**src/inc/apm_regs.svh**
```systemverilog
// register offsets, field positions, reset values and timing counts for auto powerdown control
//
// Overview of operation
// - floppy drive pins disabled or floated in powerdown
// - local control and programming pins unaffected
// - floppy drive input pins stay inputs
// - motor, select, write pins float; others driven
// - serial direct powerdown via config bits 3, 7
// - serial auto powerdown only with enables 5, 6
// - transmitter sleeps when holding and shift empty
// - receiver sleeps when FIFO empty and idle
// - ring indicate changes still seen while asleep
// - transmit holding write wakes transmitter
// - receive line change wakes receiver
// - parallel direct powerdown via config bit 2
// - parallel auto powerdown only with enable bit 4
// - EPP asleep when EPP not configured
// - in ECP mode, EPP asleep unless selected
// - ECP asleep when ECP not configured
// - ECP asleep when standard, bidir, EPP selected
// - parallel state re-evaluated on mode change
// - floppy sleeps after 10 ms timer and idle
`ifndef APM_REGS_SVH
`define APM_REGS_SVH

`define APM_ADDR_W            4
`define APM_OFF_FDC_CFG       4'h0
`define APM_OFF_PAR_CFG       4'h1
`define APM_OFF_UART_CFG      4'h2
`define APM_OFF_AUTO_CFG      4'h7
`define APM_OFF_ECR_MODE      4'h8
`define APM_OFF_STATUS        4'h9

`define APM_FDC_PWR_BIT       3
`define APM_PAR_PWR_BIT       2
`define APM_PAR_MODE_LSB      0
`define APM_UART1_PWR_BIT     3
`define APM_UART2_PWR_BIT     7
`define APM_AUTO_PAR_BIT      4
`define APM_AUTO_U1_BIT       5
`define APM_AUTO_U2_BIT       6
`define APM_AUTO_FDC_BIT      7

`define APM_FDC_CFG_RST       8'h28
`define APM_PAR_CFG_RST       8'h9c
`define APM_UART_CFG_RST      8'h88
`define APM_AUTO_CFG_RST      8'h00
`define APM_ECR_RST           8'h00

`define APM_CLK_HZ            40000000
`define APM_FDC_TIMER_MS      10
`define APM_FDC_TIMER_CYC     ((`APM_CLK_HZ / 1000) * `APM_FDC_TIMER_MS)

`endif

```
**src/inc/apm_pkg.sv**
```systemverilog
// types for auto powerdown control
package apm_pkg;

	// configured parallel port mode in parallel_power_config bits 1:0
	typedef enum logic [1:0] {
		APM_PP_SPP = 2'h0,
		APM_PP_EPP = 2'h1,
		APM_PP_ECP = 2'h2,
		APM_PP_ECP_EPP = 2'h3
	} apm_pp_mode_t;

	// extended control mode field
	typedef enum logic [2:0] {
		APM_ECR_SPP = 3'h0,
		APM_ECR_BIDIR = 3'h1,
		APM_ECR_FIFO = 3'h2,
		APM_ECR_ECP = 3'h3,
		APM_ECR_EPP = 3'h4,
		APM_ECR_RSV = 3'h5,
		APM_ECR_TEST = 3'h6,
		APM_ECR_CFG = 3'h7
	} apm_ecr_t;

	// floppy auto powerdown sequence
	typedef enum logic [2:0] {
		APM_FDC_AWAKE = 3'b001,
		APM_FDC_COUNT = 3'b010,
		APM_FDC_SLEEP = 3'b100
	} apm_fdc_st_t;

endpackage

```
**src/hw/apm_ctrl.sv**
```systemverilog
// auto powerdown control for floppy, two serial ports and parallel port
`timescale 1ns/1ps
`include "apm_regs.svh"

module apm_ctrl
	import apm_pkg::*;
#(
	parameter int unsigned FDC_TIMER_CYC = `APM_FDC_TIMER_CYC
) (
	input  wire logic                   clk,
	input  wire logic                   resetn,
	// register port
	input  wire logic [`APM_ADDR_W-1:0] addr,
	input  wire logic [7:0]             wdata,
	input  wire logic                   wr,
	input  wire logic                   rd,
	output logic      [7:0]             rdata,
	// floppy controller status and access events
	input  wire logic                   fdc_motor_any,
	input  wire logic                   fdc_idle,
	input  wire logic                   fdc_head_unloaded,
	input  wire logic                   fdc_access,
	input  wire logic                   fdc_wake,
	// floppy drive pins from the controller core, and inputs from the drive
	input  wire logic [3:0]             core_motor_on,
	input  wire logic [3:0]             core_drive_select,
	input  wire logic                   core_write_data,
	input  wire logic                   core_write_gate,
	input  wire logic                   core_step_direction,
	input  wire logic                   core_step_pulse,
	input  wire logic                   core_head_side,
	input  wire logic                   core_density,
	input  wire logic [1:0]             core_rate,
	input  wire logic                   read_data_input,
	input  wire logic                   write_protect_input,
	input  wire logic                   track_zero_input,
	input  wire logic                   index_pulse_input,
	input  wire logic                   second_drive_present_input,
	input  wire logic                   disk_change_input,
	// floppy drive pins toward the drive, and drive inputs toward the core
	output logic      [3:0]             motor_on_outputs,
	output logic      [3:0]             motor_on_oe,
	output logic      [3:0]             drive_select_outputs,
	output logic      [3:0]             drive_select_oe,
	output logic                        write_data_output,
	output logic                        write_data_oe,
	output logic                        write_gate_output,
	output logic                        write_gate_oe,
	output logic                        step_direction_output,
	output logic                        step_pulse_output,
	output logic                        head_side_select_output,
	output logic                        density_select_output,
	output logic      [1:0]             rate_select_outputs,
	output logic                        fdd_pins_oe,
	output logic      [5:0]             fdd_inputs_to_core,
	// serial ports, index 0 and 1
	input  wire logic [1:0]             thr_empty,
	input  wire logic [1:0]             tsr_empty,
	input  wire logic [1:0]             rx_fifo_empty,
	input  wire logic [1:0]             rx_idle,
	input  wire logic [1:0]             thr_write,
	input  wire logic [1:0]             serial_receive_input,
	input  wire logic [1:0]             ring_indicate_input,
	output logic      [1:0]             ring_indicate_change,
	output logic      [1:0]             uart_tx_pd,
	output logic      [1:0]             uart_rx_pd,
	// parallel port and floppy powerdown
	output logic                        par_pd,
	output logic                        epp_pd,
	output logic                        ecp_pd,
	output logic                        fdc_pd
);

	////////////////////////////////////////////////////////////////////////////
	// configuration registers

	logic [7:0] fdc_cfg_q;
	logic [7:0] par_cfg_q;
	logic [7:0] uart_cfg_q;
	logic [7:0] auto_cfg_q;
	logic [2:0] ecr_q;

	wire sel_fdc = (addr == `APM_OFF_FDC_CFG);
	wire sel_par = (addr == `APM_OFF_PAR_CFG);
	wire sel_uart = (addr == `APM_OFF_UART_CFG);
	wire sel_auto = (addr == `APM_OFF_AUTO_CFG);
	wire sel_ecr = (addr == `APM_OFF_ECR_MODE);
	wire sel_stat = (addr == `APM_OFF_STATUS);

	always_ff @(posedge clk) begin
		if (!resetn) begin
			fdc_cfg_q  <= `APM_FDC_CFG_RST;
			par_cfg_q  <= `APM_PAR_CFG_RST;
			uart_cfg_q <= `APM_UART_CFG_RST;
			auto_cfg_q <= `APM_AUTO_CFG_RST;
			ecr_q      <= 3'h0;
		end else if (wr) begin
			if (sel_fdc) fdc_cfg_q <= wdata;
			if (sel_par) par_cfg_q <= wdata;
			if (sel_uart) uart_cfg_q <= wdata;
			if (sel_auto) auto_cfg_q <= wdata;
			if (sel_ecr) ecr_q <= wdata[7:5];
		end
	end

	logic [7:0] status_w;
	logic [7:0] rdata_d;

	assign status_w = {fdc_pd, ecp_pd, epp_pd, par_pd, uart_rx_pd, uart_tx_pd};

	// unmapped addresses read as zero
	assign rdata_d = sel_fdc  ? fdc_cfg_q :
	                 sel_par  ? par_cfg_q :
	                 sel_uart ? uart_cfg_q :
	                 sel_auto ? auto_cfg_q :
	                 sel_ecr  ? {ecr_q, 5'h00} :
	                 sel_stat ? status_w : 8'h00;

	always_ff @(posedge clk) begin
		if (!resetn) rdata <= 8'h00;
		else if (rd) rdata <= rdata_d;
		else rdata <= 8'h00;
	end

	////////////////////////////////////////////////////////////////////////////
	// floppy powerdown

	localparam logic [23:0] FDC_CYC = 24'(FDC_TIMER_CYC);

	apm_fdc_st_t fdc_st_q;
	logic [23:0] fdc_cnt_q;
	wire         fdc_auto_en = auto_cfg_q[`APM_AUTO_FDC_BIT];
	wire         fdc_cond = !fdc_motor_any && fdc_idle && fdc_head_unloaded;
	wire         fdc_direct = fdc_cfg_q[`APM_FDC_PWR_BIT];

	always_ff @(posedge clk) begin
		if (!resetn) begin
			fdc_st_q  <= APM_FDC_AWAKE;
			fdc_cnt_q <= 24'h0;
		end else if (!fdc_auto_en) begin
			fdc_st_q  <= APM_FDC_AWAKE;
			fdc_cnt_q <= 24'h0;
		end else begin
			case (fdc_st_q)
				APM_FDC_AWAKE: begin
					fdc_st_q  <= APM_FDC_COUNT;
					fdc_cnt_q <= FDC_CYC;
				end
				APM_FDC_COUNT: begin
					if (fdc_access || fdc_wake) fdc_cnt_q <= FDC_CYC;
					else if (fdc_cnt_q != 24'h0) fdc_cnt_q <= fdc_cnt_q - 24'h1;
					else if (fdc_cond) fdc_st_q <= APM_FDC_SLEEP;
				end
				APM_FDC_SLEEP: begin
					if (fdc_wake) fdc_st_q <= APM_FDC_AWAKE;
				end
				default: fdc_st_q <= APM_FDC_AWAKE;
			endcase
		end
	end

	assign fdc_pd = fdc_direct || (fdc_st_q == APM_FDC_SLEEP);

	// motor, select and write outputs float; step, head, density and rate outputs stay driven
	assign motor_on_outputs = core_motor_on;
	assign motor_on_oe = {4{!fdc_pd}};
	assign drive_select_outputs = core_drive_select;
	assign drive_select_oe = {4{!fdc_pd}};
	assign write_data_output = core_write_data;
	assign write_data_oe = !fdc_pd;
	assign write_gate_output = core_write_gate;
	assign write_gate_oe = !fdc_pd;
	assign step_direction_output = core_step_direction;
	assign step_pulse_output = core_step_pulse;
	assign head_side_select_output = core_head_side;
	assign density_select_output = core_density;
	assign rate_select_outputs = core_rate;
	assign fdd_pins_oe = 1'b1;
	// inputs pass through unchanged in any state
	assign fdd_inputs_to_core = {read_data_input, write_protect_input, track_zero_input,
	                             index_pulse_input, second_drive_present_input,
	                             disk_change_input};

	////////////////////////////////////////////////////////////////////////////
	// serial ports

	logic [1:0] tx_sleep_q;
	logic [1:0] rx_sleep_q;
	logic [1:0] rxd_q;
	logic [1:0] ri_q;
	wire  [1:0] uart_auto_en = {auto_cfg_q[`APM_AUTO_U2_BIT], auto_cfg_q[`APM_AUTO_U1_BIT]};
	wire  [1:0] uart_direct = {uart_cfg_q[`APM_UART2_PWR_BIT], uart_cfg_q[`APM_UART1_PWR_BIT]};

	genvar gi;
	generate
		for (gi = 0; gi < 2; gi++) begin : g_uart
			always_ff @(posedge clk) begin
				if (!resetn) begin
					tx_sleep_q[gi] <= 1'b0;
					rx_sleep_q[gi] <= 1'b0;
					rxd_q[gi]      <= 1'b1;
					ri_q[gi]       <= 1'b0;
				end else begin
					rxd_q[gi] <= serial_receive_input[gi];
					ri_q[gi]  <= ring_indicate_input[gi];
					if (!uart_auto_en[gi] || thr_write[gi])
						tx_sleep_q[gi] <= 1'b0;
					else if (thr_empty[gi] && tsr_empty[gi])
						tx_sleep_q[gi] <= 1'b1;
					if (!uart_auto_en[gi] || (serial_receive_input[gi] != rxd_q[gi]))
						rx_sleep_q[gi] <= 1'b0;
					else if (rx_fifo_empty[gi] && rx_idle[gi])
						rx_sleep_q[gi] <= 1'b1;
				end
			end
		end
	endgenerate

	// ring-indicate edge detect never gated by powerdown
	assign ring_indicate_change = ring_indicate_input ^ ri_q;
	assign uart_tx_pd = uart_direct | tx_sleep_q;
	assign uart_rx_pd = uart_direct | rx_sleep_q;

	////////////////////////////////////////////////////////////////////////////
	// parallel port

	apm_pp_mode_t pp_mode;
	apm_ecr_t     ecr_mode;
	wire          par_auto_en = auto_cfg_q[`APM_AUTO_PAR_BIT];
	wire          ecp_cfg;
	wire          epp_cfg;

	assign pp_mode = apm_pp_mode_t'(par_cfg_q[`APM_PAR_MODE_LSB +: 2]);
	assign ecr_mode = apm_ecr_t'(ecr_q);
	assign ecp_cfg = (pp_mode == APM_PP_ECP) || (pp_mode == APM_PP_ECP_EPP);
	assign epp_cfg = (pp_mode == APM_PP_EPP) || (pp_mode == APM_PP_ECP_EPP);

	// combinational from mode fields, so any mode change re-evaluates at once
	assign par_pd = par_cfg_q[`APM_PAR_PWR_BIT];
	assign epp_pd = par_pd || (par_auto_en && (!epp_cfg ||
	                (ecp_cfg && ecr_mode != APM_ECR_EPP)));
	assign ecp_pd = par_pd || (par_auto_en && (!ecp_cfg ||
	                ecr_mode == APM_ECR_SPP || ecr_mode == APM_ECR_BIDIR ||
	                ecr_mode == APM_ECR_EPP));
endmodule

```
**config.mk**
```make
export PLATFORM = sky130hd
export DESIGN_NAME = apm_ctrl
export DESIGN_NICKNAME = d
export VERILOG_FILES = /design/src/inc/apm_pkg.sv /design/src/hw/apm_ctrl.sv
export VERILOG_INCLUDE_DIRS = /design/src /design/src/inc
export SDC_FILE = /design/constraint.sdc
export NUM_CORES = 1
export LEC_CHECK = 0
export ABC_AREA = 1
export BUFFER_PORTS_ARGS = -buffer_cell sky130_fd_sc_hd__buf_2
export CAP_MARGIN = 20
export CORE_UTILIZATION = 40
export DETAILED_ROUTE_END_ITERATION = 7
export PLACE_DENSITY = 0.66
export SYNTH_ARGS = -nofsm -noshare
export SYNTH_HDL_FRONTEND = slang
export SYNTH_SLANG_ARGS = --single-unit
```
**constraint.sdc**
```tcl
create_clock -name clk -period 1.5 [get_ports clk]
set_input_delay 0 -clock clk [delete_from_list [all_inputs] [get_ports clk]]
set_output_delay 0 -clock clk [all_outputs]
set_load 0.05 [all_outputs]
```
==> reports/metrics.cfg <==
[place]
placed_cells = 819
place.gp.congestion = 0.886
placed_cell_area_mm2 = 0.00483
io_buffers = 62
dp_slack_ns = -0.0913
dp_hpwl_um = 8610

[worst_setup_path]
path_buf_inv = 1
cp_num_cells = 11
rr_worst_depth = 11
path_max_fanout = 19
required_ns = 1.77
crit_slowest_cell = dfxtp_1
crit_family = simple AND/OR/NAND/NOR gates
crit_type = reg2reg
start_kind = flop
path_cells = nor2_2 -> nand2_2 -> nor2_4 -> nand3_2 -> nand2_4 -> nand2_4 -> buf_12 -> nand2_1 -> nand2_1 -> nand2_1 -> nor2_1
cp-end-kind = flop
cp_slowest_stage_delay_ns = 0.35
worst_path_most_repeated_cell = nand2_1
crit_arrival_ns = 1.74

[drt]
firstDrtPassIters = 5
drc = 0
drtAntennaViolNets = 0
vias_per_cell = 5.19
wl_um = 12200
vias = 4450
drt_iter0_markers = 305
wl_per_cell_um = 14.2

[final_layout]
final_cell_mix = nand2_1, dfxtp_1, buf_4
drive_above_1_share_pct = 31.7
diodes = 0
final_area_mm2 = 0.00546
nets = 779
syn_to_final_growth_pct = 31.4
layout_commonest_cell = nand2_1
instances_no_fill = 858

[sta]
final_hold_viol_count = 0
finalSetupTns_ns = 0
setup_viol = 0
finalCriticalPeriod_ns = 1.47
fin_ws_ns = 0.0279
fin_skew_ns = 0.0146
rsz0062_at_grt = true
finalCritPeriodShare_pct = 98.1
fmax_mhz = 679
finalMaxSlewViolations = 0

[worst_hold_path]
holdPathStages = 0
hp-class = in2out

[floorplanning]
boundaryPins = 108
fp.dieArea_mm2 = 0.0108
fp-row-count = 36
fp.coreArea_mm2 = 0.00991
die_height_um = 104
initial_core_util_pct = 41.9
die_x_um = 104

[synthesis]
syn_avg_cell_area_um2 = 6.84
synth_cell_types = 37
synth_seq_cells = 78
syn-instance-count = 607
synthesis.nets = 666
synth-seq-area-share_pct = 37.6
yosysWarnings = 0
synth_area_mm2 = 0.00415

[clock_network]
clock_path_buffers = 2
h-tree-depth = 3
cts_root_buf = clkbuf_8
clk_latency_ns = 0.37
clock_sinks = 78
numCtsBuffers = 9
clk_pin_slew_ns = 0.09
cts_tree = built

[global_route]
grt_use_total_pct = 22.8
overflow = 0
grt_pass1_vias = 4186
grt_pass1_wl_um = 19700
antenna_found_initial = 0
grt_max_degree = 22

[flow_run]
cap_viol_max_count = 0

[power]
p_leak_nw = 2.60
vdd_ir_drop_max_mv = 0.568
pwr_density_cell_mw_per_mm2 = 804

[outcome]
run_status = completed

-- kinds of logic (layout without fill, tap and decap cells) --
family	after synthesis	after routing	share of synthesized area, %
XOR/XNOR	8	8	1.69
AO/OA/AOI/OAI	91	91	11.5
buffers and inverters	100	218	12.4
flip-flops	78	78	37.6
AND/OR/NAND/NOR	327	327	36.1
other	1	1	0.0903
adder cells (fa/ha/maj)	2	2	0.603
-- path summary, 6_finish.rpt --
kind | start | end | slack (ns)
setup / recovery | fdc_cnt_q[11] | fdc_cnt_q[20] | 0.03
setup reg to reg | fdc_cnt_q[11] | fdc_cnt_q[20] | 0.03
hold reg to reg | par_cfg_q[5] | par_cfg_q[5] | 0.46
hold / removal | core_drive_select[2] | drive_select_outputs[2] | 0.00002
-- power breakdown --
group / internal (mW) / switching [mW] / leakage, nW
Sequential: 2.10 / 0.0167 / 0.634
Clock: 0.957 / 0.871 / 0.111
Combinational: 0.161 / 0.284 / 1.86
-- layout make-up --
class / count / area (um2)
Clock buffer: 9 / 124
Clock inverter: 7 / 103
Fill cell: 977 / 4450
Inverter: 54 / 205
Multi-Input combinational cell: 429 / 2250
Sequential cell: 78 / 1570
Tap cell: 133 / 166
Timing Repair Buffer: 148 / 1030
-- cells in the mapped netlist (all sizes together) --
cell type / n / area share, %
o31ai: 1 / 0.18
a21oi: 50 / 6.0
xnor2: 1 / 0.21
or2: 5 / 0.75
nor4: 2 / 0.45
clkinv: 1 / 0.090
o21ai: 34 / 4.1
o211ai: 2 / 0.36
nor3: 17 / 2.8
clkbuf: 7 / 0.63
o2111ai: 1 / 0.21
conb: 1 / 0.090
nand3b: 4 / 0.72
nor2: 92 / 9.3
a221oi: 1 / 0.21
buf: 39 / 6.9
xor2: 7 / 1.5
a21o: 2 / 0.36
nand4: 12 / 1.8
ha: 2 / 0.60
inv: 53 / 4.8
nand3: 59 / 7.2
dfxtp: 78 / 38
nand2: 136 / 13
-- flip-flops by register name, summed over array words and instances, names as in the netlist --
name        flops
ri_q            2
fdc_st_q        3
rx_sleep_q      2
rdata           8
tx_sleep_q      2
rxd_q           2
ecr_mode        3
fdc_cnt_q      24
par_cfg_q       8
auto_cfg_q      8
uart_cfg_q      8
fdc_cfg_q       8
-- timing repair --
item                                    4_1_cts  5_1_grt
gates cloned                                  0        0
pin swaps                                     2        6
endpoints found under the hold margin        44        0
hold buffers                                 21        0
resized for setup                            12       50
endpoints found under the setup margin       27       39
setup buffers                                 0        2
-- metrics by stage --
stage	util (%)	power (mW)	hold slack, ns
floorplan	-	2.57	0.0790
global placement	48.8	2.55	0.000341
detailed placement	48.8	2.56	0.000341
CTS	53.5	4.39	0.000341
global route	55.1	4.54	0.0000713
finish	55.1	4.39	0.0000220
-- metal layers --
metal	vias to the layer above	GRT usage (%)	wire length (um)
met5	-	0	0
met4	0	10.7	289
met3	26	3.13	731
met2	164	37.6	5770
met1	2085	29.4	5370
li1	2175	-	-
No activity file was read; power rests on OpenSTA's default activity.
